[src/ddr_flash_params.svh]
// constants for the ddr flash bus framing block
`ifndef DDR_FLASH_PARAMS_SVH
`define DDR_FLASH_PARAMS_SVH
`define PAGE_WORDS          5'h10
`define SUBPAGE_WORDS       5'h08
`define CMD_ADDR_BYTES      3'h6
`define CA_RW_BIT           47
`define CA_BURST_BIT        45
`define CA_ADDR_HI_BIT      44
`define CA_ADDR_LO_BIT      16
`define CA_ADDR_LOW3_BIT    0
`define LATENCY_RESET       5'h04
`endif

[src/ddr_flash_pkg.sv]
// types for the ddr flash bus framing block
package ddr_flash_pkg;
	typedef enum logic [2:0] {ST_IDLE, ST_CMD, ST_LATENCY, ST_READ, ST_WRITE, ST_DONE} frame_state_t;
endpackage

[src/word_fifo.sv]
// valid/ready fifo with parameterised width and depth
`timescale 1ns/1ps
module word_fifo #(
	parameter int WIDTH = 16,
	parameter int DEPTH = 16
) (
	input  wire logic             i_clk,
	input  wire logic             i_reset,
	input  wire logic [WIDTH-1:0] i_data,
	input  wire logic             i_valid,
	output logic                  o_ready,
	output logic [WIDTH-1:0]      o_data,
	output logic                  o_valid,
	input  wire logic             i_ready
);
	localparam int AW = $clog2(DEPTH);
	typedef struct packed {
		logic [AW:0] wr_ptr;
		logic [AW:0] rd_ptr;
	} fifo_t;
	fifo_t state;
	fifo_t next_state;
	logic [WIDTH-1:0] mem [DEPTH];
	logic full;
	logic empty;
	always_comb begin
		empty = state.wr_ptr == state.rd_ptr;
		full = (state.wr_ptr[AW] != state.rd_ptr[AW]) && (state.wr_ptr[AW-1:0] == state.rd_ptr[AW-1:0]);
		o_ready = !full;
		o_valid = !empty;
		o_data = mem[state.rd_ptr[AW-1:0]];
		next_state = state;
		if (i_valid && !full) begin
			next_state.wr_ptr = state.wr_ptr + 1'b1;
		end
		if (i_ready && !empty) begin
			next_state.rd_ptr = state.rd_ptr + 1'b1;
		end
	end
	always_ff @(posedge i_clk) begin
		if (i_valid && !full) begin
			mem[state.wr_ptr[AW-1:0]] <= i_data;
		end
		if (i_reset) begin
			state <= '0;
		end else begin
			state <= next_state;
		end
	end
endmodule

[src/ddr_flash_frame.sv]
// device side framing of the ddr flash byte bus
`timescale 1ns/1ps
`include "ddr_flash_params.svh"
// Notes on behaviour
// add latency when linear read crosses page
// host starts frames with clock low
// host raises select between transactions
// device drives strobe during reads
// write opens with six command/address bytes
// burst-type bit ignored on writes
// write data: rising byte then falling
// select rising low-clock ends write anytime
// strobe held low through write frames
// host limits writes to one word
// complement clock optional, inverse when used
// host samples reads on strobe edges
module ddr_flash_frame #(
	parameter int FIFO_DEPTH = 16
) (
	input  wire logic                    i_clk,
	input  wire logic                    i_reset,
	input  wire logic                    i_select_n,
	input  wire logic                    i_bus_clk,
	input  wire logic [7:0]              i_dq,
	output logic [7:0]                   o_dq,
	output logic                         o_dq_oe,
	output logic                         o_rw_data_strobe,
	output logic                         o_rw_data_strobe_oe,
	input  wire logic [4:0]              i_initial_latency_clocks,
	output logic [47:0]                  o_command_address_word,
	output logic                         o_command_valid,
	output logic [15:0]                  o_write_word,
	output logic                         o_write_valid,
	input  wire logic                    i_write_ready,
	input  wire logic [15:0]             i_read_word,
	input  wire logic                    i_read_valid,
	output logic                         o_read_ready
);
	import ddr_flash_pkg::*;
	localparam int FILL_W = $clog2(FIFO_DEPTH) + 1;
	typedef logic [FILL_W-1:0] fill_cnt_t;
	typedef struct packed {
		ddr_flash_pkg::frame_state_t fsm;
		logic [1:0]  sel_sync;
		logic [1:0]  clk_sync;
		logic [7:0]  dq_s1;
		logic [7:0]  dq_s2;
		logic        clk_prev;
		logic [2:0]  byte_cnt;
		logic [47:0] ca;
		logic [5:0]  lat_cnt;
		logic        half;
		logic [7:0]  hi_byte;
		logic [15:0] rd_word;
		logic [7:0]  dq;
		logic        dq_oe;
		logic        strobe;
		logic        strobe_oe;
		logic        cmd_valid;
		logic [15:0] wr_word;
		logic        wr_valid;
		logic        rd_ready;
		fill_cnt_t   fill;
	} frame_t;
	frame_t state;
	frame_t next_state;
	logic [15:0] fifo_data;
	logic        fifo_valid;
	logic        fifo_pop;
	logic        fifo_push;
	logic        sel_active;
	logic        clk_rise;
	logic        clk_fall;
	logic        edge_any;
	logic [47:0] ca_next;

	function automatic logic [5:0] extra_latency(input logic [2:0] addr_low, input logic [4:0] initial_latency_clocks);
		logic [5:0] masked;
		logic [5:0] lim;
		masked = {3'h0, addr_low & 3'(`SUBPAGE_WORDS - 5'h01)};
		lim = 6'(`PAGE_WORDS) - {1'b0, initial_latency_clocks};
		if (initial_latency_clocks <= `PAGE_WORDS && lim < masked) begin
			extra_latency = 6'(masked - 6'(`PAGE_WORDS) + {1'b0, initial_latency_clocks});
		end else begin
			extra_latency = 6'h00;
		end
	endfunction

	word_fifo #(.WIDTH(16), .DEPTH(FIFO_DEPTH)) u_read_fifo (
		.i_clk   (i_clk),
		.i_reset (i_reset),
		.i_data  (i_read_word),
		.i_valid (fifo_push),
		.o_ready (),
		.o_data  (fifo_data),
		.o_valid (fifo_valid),
		.i_ready (fifo_pop)
	);

	always_comb begin
		next_state = state;
		sel_active = !state.sel_sync[1];
		clk_rise = state.clk_sync[1] && !state.clk_prev;
		clk_fall = !state.clk_sync[1] && state.clk_prev;
		edge_any = clk_rise || clk_fall;
		ca_next = {state.ca[39:0], state.dq_s2};
		fifo_pop = 1'b0;
		next_state.sel_sync = {state.sel_sync[0], i_select_n};
		next_state.clk_sync = {state.clk_sync[0], i_bus_clk};
		next_state.dq_s1 = i_dq;
		next_state.dq_s2 = state.dq_s1;
		next_state.clk_prev = state.clk_sync[1];
		next_state.cmd_valid = 1'b0;
		next_state.wr_valid = 1'b0;
		fifo_push = i_read_valid && state.rd_ready;
		if (!sel_active) begin
			// select high ends any frame, including a write cut short
			next_state.fsm = ST_IDLE;
			next_state.dq_oe = 1'b0;
			next_state.strobe_oe = 1'b0;
			next_state.strobe = 1'b0;
			next_state.byte_cnt = 3'h0;
		end else begin
			unique case (state.fsm)
				ST_IDLE: begin
					// frame opens with clock low; first rising edge carries byte one
					next_state.fsm = ST_CMD;
					next_state.byte_cnt = 3'h0;
					next_state.strobe = 1'b0;
					next_state.strobe_oe = 1'b1;
				end
				ST_CMD: begin
					if (edge_any) begin
						next_state.ca = ca_next;
						next_state.byte_cnt = state.byte_cnt + 3'h1;
						if (state.byte_cnt == `CMD_ADDR_BYTES - 3'h1) begin
							next_state.cmd_valid = 1'b1;
							next_state.half = 1'b0;
							if (ca_next[`CA_RW_BIT]) begin
								next_state.fsm = ST_LATENCY;
								next_state.lat_cnt = {1'b0, i_initial_latency_clocks} +
									(ca_next[`CA_BURST_BIT] ? 6'h00 :
									extra_latency(ca_next[2:0], i_initial_latency_clocks));
							end else begin
								// burst-type bit plays no part in writes
								next_state.fsm = ST_WRITE;
							end
						end
					end
				end
				ST_LATENCY: begin
					next_state.strobe = 1'b0;
					if (clk_rise) begin
						if (state.lat_cnt <= 6'h01) begin
							next_state.fsm = ST_READ;
						end else begin
							next_state.lat_cnt = state.lat_cnt - 6'h01;
						end
					end
				end
				ST_READ: begin
					if (clk_fall) begin
						next_state.dq_oe = 1'b1;
						if (!state.half) begin
							next_state.rd_word = fifo_data;
							next_state.dq = fifo_data[15:8];
							next_state.strobe = 1'b1;
							fifo_pop = fifo_valid;
						end else begin
							next_state.dq = state.rd_word[7:0];
							next_state.strobe = 1'b0;
						end
						next_state.half = !state.half;
					end
				end
				ST_WRITE: begin
					next_state.strobe = 1'b0;
					if (edge_any) begin
						if (clk_rise) begin
							next_state.hi_byte = state.dq_s2;
						end else if (i_write_ready) begin
							next_state.wr_word = {state.hi_byte, state.dq_s2};
							next_state.wr_valid = 1'b1;
						end
					end
				end
				ST_DONE: begin
					next_state.fsm = ST_IDLE;
				end
			endcase
		end
		// fill mirrors the read fifo so the registered ready never overpromises
		if (fifo_push && !fifo_pop) begin
			next_state.fill = state.fill + FILL_W'(1'h1);
		end else if (fifo_pop && !fifo_push) begin
			next_state.fill = state.fill - FILL_W'(1'h1);
		end
		next_state.rd_ready = next_state.fill < FILL_W'(FIFO_DEPTH);
	end

	always_ff @(posedge i_clk) begin
		if (i_reset) begin
			state <= '0;
			state.fsm <= ST_IDLE;
			state.sel_sync <= 2'h3;
		end else begin
			state <= next_state;
		end
	end

	always_comb begin
		o_dq = state.dq;
		o_dq_oe = state.dq_oe;
		o_rw_data_strobe = state.strobe;
		o_rw_data_strobe_oe = state.strobe_oe;
		o_command_address_word = state.ca;
		o_command_valid = state.cmd_valid;
		o_write_word = state.wr_word;
		o_write_valid = state.wr_valid;
		o_read_ready = state.rd_ready;
	end
endmodule

[config.mk]
export PLATFORM = sky130hd
export DESIGN_NAME = ddr_flash_frame
export DESIGN_NICKNAME = d
export VERILOG_FILES = /design/src/ddr_flash_pkg.sv /design/src/word_fifo.sv /design/src/ddr_flash_frame.sv
export VERILOG_INCLUDE_DIRS = /design/src /design/src/src
export SDC_FILE = /design/constraint.sdc
export NUM_CORES = 1
export LEC_CHECK = 0
export BUFFER_PORTS_ARGS = -buffer_cell sky130_fd_sc_hd__buf_2
export CELL_PAD_IN_SITES_DETAIL_PLACEMENT = 1
export CELL_PAD_IN_SITES_GLOBAL_PLACEMENT = 1
export CORE_MARGIN = 5
export CORE_UTILIZATION = 45
export DETAILED_ROUTE_END_ITERATION = 7
export GPL_TIMING_DRIVEN = 0
export PLACE_DENSITY = 0.87
export SETUP_SLACK_MARGIN = 0.2
export SYNTH_ARGS = -nofsm -noshare
export SYNTH_HDL_FRONTEND = slang
export SYNTH_SLANG_ARGS = --single-unit
export TNS_END_PERCENT = 10
[constraint.sdc]
create_clock -name i_clk -period 2.8 [get_ports i_clk]
set_input_delay 0.28 -clock i_clk [delete_from_list [all_inputs] [get_ports i_clk]]
set_output_delay 0.28 -clock i_clk [all_outputs]
set_load 0.05 [all_outputs]
== Word-level counts from Yosys, hierarchy flattened ==
Memories as Yosys holds them, arrays and structs flattened. A register that Yosys moved wholly into a read port is not among the register bits.
Index checks and enable logic that the tools add are counted.
Word-level totals
  bits of input ports: 35
  memories kept: 1
  flip-flop bits (word level): 143
  output and inout bits: 78
  bits in writable memories: 256
Cells by class
  equality and inequality tests: 16
  add/sub/neg operators: 10
  magnitude comparators: 4
  mux-type cells: 38
  bitwise gates (word level): 6
  reduce and logical (&&, ||, !) cells: 38
Memories
  u_read_fifo.mem: words 16, width 16, read ports 1, clocked after memory_dff 1, write ports 1, RTL line word_fifo.sv:23  | logic [WIDTH-1:0] mem [DEPTH];
Operators with widths (count)
  $mux W6: 10
  $mux W58: 1
  $add A5 B1 Y5 const B: 3
  $mux W3: 5
  $reduce_and A5 Y1: 3
  $ne A2 B2 Y1 const B: 7
  $pmux W3 S4: 1
  $pmux W6 S2: 1
  $mux W1: 11
  $mux W5: 2
  $eq A3 B3 Y1 const B: 3
  $logic_and A1 B1 Y1: 9
  $mux W4: 2
  $mux W8: 1
  $reduce_and A4 Y1: 2
  $reduce_bool A2 Y1: 4
  $logic_not A1 Y1: 7
  $mux W7: 1
  $reduce_and A7 Y1: 1
  $add A5 B6 Y6: 1
  $add A6 B5 Y6: 1
  $eq A3 B2 Y1 const B: 2
  $le A6 B1 Y1 const B: 1
  $lt A6 B3 Y1: 1
  other kinds (23): 32

== Longest topological paths before layout ==
Gate-level depths: netlist (run 1).
  word-level depth: 15
  gate-level depth with buffers: 15
  mapped depth without buffers: 15

== Cells and area by module ==
A second synthesis (run 1) with hierarchy kept.
Second synthesis, totals
  cell total of the unflattened synthesis: 1172
  area total of the unflattened synthesis: 16831.1 um2
By module, submodules not included
  word_fifo: instances 1, cells an instance 461, area an instance 10717.8 um2
  ddr_flash_frame: instances 1, cells an instance 711, area an instance 6113.4 um2

== Worst setup path after synthesis (run 1) ==
Ideal clock, no wire load.
  path kind: reg2reg
  start: register state, in the netlist o_read_ready
  end: memory u_read_fifo.mem[0][0] (enable)
  arrival time: 2455 ps
  library setup time: 409 ps
  slack: -64 ps
  stages on the path, launching flop included: 5
  buffers on the path: 0
  clock period less this slack: 2864 ps
  cells stage by stage: dfxtp_1 > nand2_1 > a21oi_1 > nand2_1 > nor3_1
On the way
  word-level cells in the longest chain between the ends: 4
Ends and longest elaborated chain
  from (decl): RTL line ddr_flash_frame.sv:65  | frame_t state;
  from (signal assigned): RTL line ddr_flash_frame.sv:207  | state <= next_state;
  $logic_and A1 B1 Y1: RTL line ddr_flash_frame.sv:115  | fifo_push = i_read_valid && state.rd_ready;
  $logic_and A1 B1 Y1: RTL line word_fifo.sv:41  | if (i_valid && !full) begin
  $mux W1: RTL line word_fifo.sv:41
  $mux W1 (implied by the code): RTL line word_fifo.sv:42  | mem[state.wr_ptr[AW-1:0]] <= i_data;
  to (decl): RTL line word_fifo.sv:23
No other way between the ends.

== Worst setup path after layout (run 1) ==
  start: register state, in the netlist ca_next[2]
  end: register state[65] (netlist bit)
On the way
  word-level cells in the longest chain between the ends: 14
  elaborated cells between the ends (all ways): 16
Ends and longest elaborated chain
  $sub A3 B5 Y6 or $lt A6 B3 Y1 (tied branches): RTL line ddr_flash_frame.sv:83, ddr_flash_frame.sv:82
  $add A6 B5 Y6 or $logic_and A1 B1 Y1 (tied branches): RTL line ddr_flash_frame.sv:83, ddr_flash_frame.sv:82
  $mux W6 (*): RTL line ddr_flash_frame.sv:82  | if (initial_latency_clocks <= `PAGE_WORDS && lim < masked) begin
  $mux W6 (*): RTL line ddr_flash_frame.sv:139  | if (ca_next[`CA_RW_BIT]) begin
  $mux W6 (*): RTL line ddr_flash_frame.sv:136  | if (state.byte_cnt == `CMD_ADDR_BYTES - 3'h1) begin
  $mux W6 (*): RTL line ddr_flash_frame.sv:133  | if (edge_any) begin
  $mux W6 (*): RTL line ddr_flash_frame.sv:124  | unique case (state.fsm)
  $mux W6 (*): RTL line ddr_flash_frame.sv:116  | if (!sel_active) begin
  $mux W6 (*): RTL line ddr_flash_frame.sv:142  | (ca_next[`CA_BURST_BIT] ? 6'h00 :
  $add A5 B6 Y6 (*): RTL line ddr_flash_frame.sv:141  | next_state.lat_cnt = {1'b0, i_initial_latency_clocks} +
  $mux W6 (*): RTL line ddr_flash_frame.sv:139
  $mux W7 (*): RTL line ddr_flash_frame.sv:136
  $mux W58 (*): RTL line ddr_flash_frame.sv:133
  $pmux W6 S2 (*): RTL line ddr_flash_frame.sv:124
Every way passes the cells marked *; elsewhere a longest branch is shown, timed or not. The select of a mux whose other input is x is not followed.
A chain may end at the register's enable or synchronous reset.

==> results.ini, run 1 <==
[outcome]
run_status = complete, no violations

[final_layout]
stdcell_area_um2 = 19800
multi_input_area_um2 = 5190
fin_nets = 1476
layout_common_cells = edfxtp_1 (256), dfxtp_1 (144), nand2_1 (129)
final_common_cell = edfxtp_1
final_util = 0.545
syn2layout_area_growth_pct = 20.5
regArea_um2 = 10600
stdcell_count = 1910
antenna_cells = 0
fill_cells = 3597
drive_above_1_share = 0.299

[logic_synthesis]
syn-mean-instance-area_um2 = 13.6
syn-num-nets = 1269
synthArstFlopShare = 0
synth_area_leaders = edfxtp_1 (47%), dfxtp_1 (18%), mux4_2 (8.8%)
synth_top_area_cell = edfxtp_1
ys_ff_latch = 403
syn_inst = 1204
syn_area_um2 = 16400
ys_warn_count = 0
yosys.area.top_type_share = 0.468
synth-main-ff-cell = edfxtp_1
yosysSeqAreaShare = 0.647
synth_edf_count = 256
yosysUniqueCellTypes = 57

[clock_tree]
cts_max_path_buffers = 3
clk_latency_ns = 0.57
clkSinkCount = 403
cts_buffers = 42
root_buffer = clkbuf_16
cts_tree = built
htree_levels = 2
path_clk_slew_ns = 0.07

[timing]
relSlewSlack = 0.511
fin_crit_sh = 0.951
fin_crit_ns = 2.66
slew_viol_final = 0
setup-tns-final_ns = 0
setup-violations-final = 0
rsz0062_at_grt = true
worstMarginPinSlew_ns = 0.730
fmax_mhz = 376
finalHoldViolCount = 0
finalClockSkew_ns = 0.0329
hold_slack_ns = 0.0861

[worst_hold_path]
holdCritPathClass = in2reg
hp-start = i_read_word[9]
min_to = u_read_fifo.mem[6][9]$_DFFE_PP_
holdPathStages = 1

[die]
start_util = 0.452
die_area_um2 = 40400
fp.coreArea_um2 = 36300
placementRows = 70
ios = 113
die-height_um = 201
die_x_um = 201

[critical_path]
crit_required_ns = 3.21
path_cells = inv_1 -> ha_1 -> nor3_2 -> o211ai_1 -> buf_4 -> nor2_2 -> ha_1 -> a211oi_2 -> o21bai_1 -> a21oi_1 -> xnor2_1 -> o22ai_1
path_buf_inv = 2
critical-path-top-delay-family = compound AO/OA/AOI/OAI gates
ff2ff_path_depth = 12
cp_max_fo = 5
critical_path_arrival_ns = 3.08
max_stage_delay_ns = 0.39
path_common_cell = ha_1
rr_endpoint = state[65]$_SDFFE_PP0P_
crit_path_end_kind = register
rrSetupSlack_ns = 0.14
crit_slowest_cell = dfxtp_4
crit_type = reg2reg
worstReg2RegStart = ca_next[2]$_SDFF_PP0_
cp-start-kind = register

[drt]
avgRoutedWirePerCell_um = 24.5
ant_nets = 0
totalWireLength_mm = 46.9
vias = 10800
avgViaCountPerCell = 5.67
drc_errors = 0
drt-pass1-iter-count = 5
drt_iter0_markers = 761

[placement]
dp.cells = 1803
post-dp-hpwl_mm = 30.6
gp_congestion = 0.791
placed_area_um2 = 17900
portBuffers = 112

[global_routing]
grt_max_degree = 17
grt_pass1_vias = 11600
grtUsageTotal = 0.225
grt_remaining_overflow = 0
grt_pass1_wl_mm = 70.6
antenna_found_initial = 0

[power_and_ir_drop]
leakagePower_nw = 7.07
pwr_density_cell_nw_per_um2 = 615
max-vdd-ir-drop_uv = 553

[job]
cap_violations = 0

worst max-delay path by stage:
stage / start / to / slack (ns) / depth (start not counted)
2_1_floorplan: o_read_ready$_SDFF_PP0_ / u_read_fifo.mem[1][0]$_DFFE_PP_ / -0.06 / 4
3_3_place_gp: u_read_fifo.state[7]$_SDFFE_PP0P_ / u_read_fifo.mem[2][11]$_DFFE_PP_ / -1.52 / 6
3_5_place_dp: i_initial_latency_clocks[1] / state[64]$_SDFFE_PP0P_ / -0.61 / 16
4_1_cts: ca_next[1]$_SDFF_PP0_ / state[64]$_SDFFE_PP0P_ / 0.06 / 13
5_1_grt: ca_next[2]$_SDFF_PP0_ / state[64]$_SDFFE_PP0P_ / -0.01 / 12
6_report: ca_next[2]$_SDFF_PP0_ / state[65]$_SDFFE_PP0P_ / 0.14 / 12
routing by layer:
metal | vias to the layer above | GRT usage | share of wire
li1 | 4766 | - | -
met5 | - | 0 | 0
met2 | 431 | 0.399 | 0.52
met3 | 108 | 0.0480 | 0.063
met1 | 5521 | 0.273 | 0.38
met4 | 0 | 0.0801 | 0.036
power by group:
group          internal, W  switching (W)
Clock              0.00305        0.00237
Sequential         0.00635      0.0000265
Combinational     0.000135       0.000240
cells in the mapped netlist (all sizes together) (3+ instances only):
master,n
edfxtp,256
dfxtp,147
nand2,129
a21oi,102
buf,97
nor2,84
mux4,64
mux2i,40
clkbuf,37
ha,28
nor2b,26
o21ai,23
inv,21
a22oi,17
nor3,15
xnor2,13
nand3,11
a211oi,9
a22o,7
nand2b,6
nor3b,6
a21o,5
or3,5
xor2,5
and2,4
nand3b,4
nor4,4
o211ai,4
and3,3
o21bai,3
or2,3
or4,3
metrics by stage:
stage / worst slack [ns] / total power [W]
2_1_floorplan: -0.0644 / 0.00664
3_3_place_gp: -1.52 / 0.00677
4_1_cts: 0.0619 / 0.0122
5_1_grt: -0.0103 / 0.0126
3_5_place_dp: -0.611 / 0.00681
6_report: 0.138 / 0.0122
cell families after synthesis:
group | after synthesis | share of synthesized area
compound gates | 183 | 0.0656
xor+xnor | 18 | 0.00959
fa+ha+maj | 30 | 0.0238
buf+inv | 155 | 0.0538
flops | 403 | 0.647
mux | 104 | 0.112
simple gates | 311 | 0.0882
registers in the layout, summed over array words and instances (netlist names), named ones only:
register                cells
o_write_valid               1
u_read_fifo.mem           256
o_rw_data_strobe            1
o_dq                        8
ca_next                     8
state                      36
u_read_fifo.state          10
o_read_ready                1
o_command_valid             1
o_write_word               16
o_command_address_word     48
o_dq_oe                     1
o_rw_data_strobe_oe         1
next_state                 11
cell type report:
cell class | count | area share
flip-flops and latches | 403 | 0.537
multi-input cells | 646 | 0.262
clock buffers | 65 | 0.0622
repair buffers | 163 | 0.0578
plain buffers | 134 | 0.0423
well taps | 468 | 0.0296
clock inverters | 10 | 0.00430
inverters | 21 | 0.00411
what timing repair did:
item                       4_1_cts  5_1_grt
hold endpoints to repair        10        0
hold buffers                    10        0
gates resized for setup         29       47
setup endpoints to repair      183      161
pin swaps                        9       19
buffers inserted                10       12
worst reg2reg max path, cell delays in order (launching register included):
cell	delay [ns]
dfxtp_4	0.39
inv_1	0.08
ha_1	0.22
nor3_2	0.20
o211ai_1	0.22
buf_4	0.20
nor2_2	0.13
ha_1	0.28
a211oi_2	0.24
o21bai_1	0.11
a21oi_1	0.19
xnor2_1	0.17
o22ai_1	0.11
Note: power is estimated with default switching activity, not from simulation.
==> run 2, diff against run 1 <==
--- a/config.mk
+++ b/config.mk
@@ -11,6 +11,7 @@
 export CELL_PAD_IN_SITES_GLOBAL_PLACEMENT = 1
 export CORE_MARGIN = 5
 export CORE_UTILIZATION = 45
+export CTS_CLUSTER_DIAMETER = 200
 export DETAILED_ROUTE_END_ITERATION = 7
 export GPL_TIMING_DRIVEN = 0
 export PLACE_DENSITY = 0.87
==> constraint.sdc (replaced) <==
create_clock -name i_clk -period 2.25 [get_ports i_clk]
set_input_delay 0.225 -clock i_clk [delete_from_list [all_inputs] [get_ports i_clk]]
set_output_delay 0.225 -clock i_clk [all_outputs]
set_load 0.05 [all_outputs]
==> run 2 against run 1 <==
Compared with the run above: the run now ends with negative setup slack left; combinational power is 71% higher; critical path depth unchanged; die area unchanged; routed wire length rose by 12%; cell count is 1.5% higher; fmax is 1.2% lower; core utilization increased by 2.7 points; clock power increased by 29%; non-clock buffer count is 31 higher; sequential power up 24%; worst hold slack lost 0.044 ns; via count increased by 3.4%; critical path type unchanged.
==> results.ini, run 2 (synthesis gave the netlist of run 1 again) <==
[final_layout]
stdcell_area_um2 = 20800  ; +5.0%
largest_reg_flops = 256  ; unchanged
fin_nets = 1506  ; +2.0%
layout_common_cells = edfxtp_1 (256), dfxtp_1 (133), nand2_1 (126)
syn2layout_area_growth_pct = 26.5
final_common_cell = edfxtp_1
antenna_cells = 0  ; unchanged
drive_above_1_share = 0.370  ; +0.0712

[power_and_ir_drop]
leakagePower_nw = 7.40  ; +4.7%
switching_share = 0.226  ; +0.00924
comb_power_share = 0.041  ; +0.010
p_int_w = 0.0120  ; +26%
max-vdd-ir-drop_uv = 704  ; +27%
p_seq_frac = 0.510  ; -0.014
p_switching_w = 0.00351  ; +33%
p_clk_frac = 0.449  ; +0.003
pwr_density_cell_nw_per_um2 = 748  ; +22%
total_power_w = 0.0155  ; +28%

[timing]
fin_crit_ns = 2.70  ; +0.0329 ns
slew_viol_final = 0  ; unchanged
finalClockSkew_ns = 0.0229  ; -0.0100 ns
setup-violations-final = 19  ; +19
fmax_mhz = 371  ; -1.2%
postLayoutSetupSlackWorst_ns = -0.445  ; -0.583 ns
finalHoldViolCount = 0  ; unchanged
worstMarginPinSlew_ns = 0.765  ; +0.0350 ns
relSlewSlack = 0.490  ; -0.0207
rsz0062_at_grt = true
fin_crit_sh = 1.20  ; +0.247

[global_routing]
grt_pass1_vias = 11900  ; +2.8%
grt_remaining_overflow = 0  ; unchanged
antenna_found_initial = 0  ; unchanged
grtUsageTotal = 0.240  ; +0.0142
grt_max_degree = 17  ; unchanged
grt_pass1_wl_mm = 74.7  ; +5.9%

[critical_path]
worstReg2RegStart = ca_next[2]$_SDFF_PP0_
crit_path_end_kind = register
rr_endpoint = state[63]$_SDFFE_PP0P_
crit_type = reg2reg
cp-start-kind = register
crit_required_ns = 2.67  ; -0.54 ns
cp_max_fo = 5  ; unchanged
ff2ff_path_depth = 12  ; unchanged
cp-endpoint = state[63]$_SDFFE_PP0P_
startpoint = ca_next[2]$_SDFF_PP0_
rrSetupSlack_ns = -0.45  ; -0.58 ns
critical_path_arrival_ns = 3.12  ; +0.04 ns

[die]
die-height_um = 201  ; unchanged
die_area_um2 = 40400  ; unchanged
placementRows = 70  ; unchanged
fp.coreArea_um2 = 36300  ; unchanged
die_x_um = 201  ; unchanged
start_util = 0.452  ; unchanged
ios = 113  ; unchanged

[clock_tree]
clk_latency_ns = 0.57  ; about the same
clkSinkCount = 403  ; unchanged
cts_max_path_buffers = 3  ; unchanged
path_clk_slew_ns = 0.07  ; about the same
root_buffer = clkbuf_16
cts_tree = built
cts_buffers = 41  ; -2.4%
htree_levels = 2  ; unchanged

[job]
cap_violations = 0  ; unchanged

[outcome]
run_status = finished, violations left
violations = negative setup slack

[drt]
avgRoutedWirePerCell_um = 27.1  ; +10%
avgViaCountPerCell = 5.78  ; +1.9%
drt_iter0_markers = 922  ; +21%
ant_nets = 0  ; unchanged
drc_errors = 0  ; unchanged
totalWireLength_mm = 52.4  ; +12%
drt-pass1-iter-count = 5  ; unchanged
vias = 11200  ; +3.4%

[placement]
gp_congestion = 0.797  ; +0.72%
portBuffers = 112  ; unchanged
post-dp-hpwl_mm = 29.4  ; -4.1%
placed_area_um2 = 17900  ; about the same

[worst_hold_path]
holdCritPathClass = in2reg

-- run 2: changes by cell type in the layout (fill, tap and decap cells not counted), moves of 10 or more --
cell / change
dfxtp_1: -11
a22oi_1: -10
buf_4: +18
buf_6: +12
a22oi_2: +10
dfxtp_2: +10
a21oi_1: -10
clkbuf_1: -17
-- run 2: power by group through the flow --
stage,Clock (W),Sequential (W),Combinational [W]
CTS,0.00691,0.00793,0.000525
detailed placement,0,0.00809,0.000379
global route,0.00739,0.00793,0.000671
global placement,0,0.00808,0.000348
finish,0.00697,0.00793,0.000640
floorplan,0,0.00808,0.000188
-- run 2: final cells by class --
cell class | instances | area [µm²]
Timing Repair Buffer | 194 | 1470
Clock buffer | 49 | 1100
Inverter | 21 | 83.8
Clock inverter | 23 | 250
Sequential cell | 403 | 10700
Tap cell | 468 | 586
Multi-Input combinational cell | 646 | 5640
Buffer | 134 | 1010
Fill cell | 3495 | 15600
-- run 2: routing by layer --
metal | routed length, µm | GRT usage | vias up
met5 | 0 | 0 | -
met1 | 19400 | 0.291 | 5695
met2 | 27300 | 0.432 | 534
met4 | 2110 | 0.0865 | 0
met3 | 3570 | 0.0390 | 144
li1 | - | - | 4822
-- run 2: worst max-delay path, stage by stage (launching register included) --
cell	delay, ns
dfxtp_4	0.39
inv_1	0.06
ha_1	0.23
nor3_4	0.21
o211ai_1	0.22
buf_4	0.22
nor3_4	0.19
ha_4	0.25
buf_6	0.13
a211oi_4	0.26
nor4_2	0.10
o21bai_1	0.21
a21oi_1	0.09
-- run 2: timing repair --
| item | 4_1_cts | 5_1_grt |
|---|---|---|
| setup endpoints to repair | 329 | 309 |
| setup buffers | 35 | 21 |
| gates resized for setup | 143 | 83 |
| hold buffers | 10 | 0 |
| cloned | 0 | 2 |
| endpoints found under the hold margin | 10 | 0 |
| pin swaps | 50 | 33 |
-- run 2: through the flow --
step	hold WS [ns]	TNS, ns	util	std cells	setup slack [ns]
3_5_place_dp	0.405	-46.02	0.494	1798	-0.990
6_report	0.0422	-3.36	0.572	1938	-0.445
3_3_place_gp	0.402	-198.13	0.486	1784	-0.958
5_1_grt	0.0431	-4.44	0.572	1938	-0.554
2_1_floorplan	0.324	-7.97	-	1204	-0.337
4_1_cts	0.0255	-1.22	0.556	1915	-0.297
-- run 2: worst min-delay path by stage --
stage                                    start                               end  slack (ns)  depth (start not counted)
floorplan                       i_read_word[0]   u_read_fifo.mem[0][0]$_DFFE_PP_        0.32                          0
finish                         i_read_word[10]  u_read_fifo.mem[5][10]$_DFFE_PP_        0.04                          1
global route                   i_read_word[10]  u_read_fifo.mem[5][10]$_DFFE_PP_        0.04                          1
global placement    next_state[137]$_SDFF_PP1_             state[137]$_SDFF_PP1_        0.40                          1
CTS                             i_read_word[8]  u_read_fifo.mem[14][8]$_DFFE_PP_        0.03                          1
detailed placement  next_state[137]$_SDFF_PP1_             state[137]$_SDFF_PP1_        0.40                          1
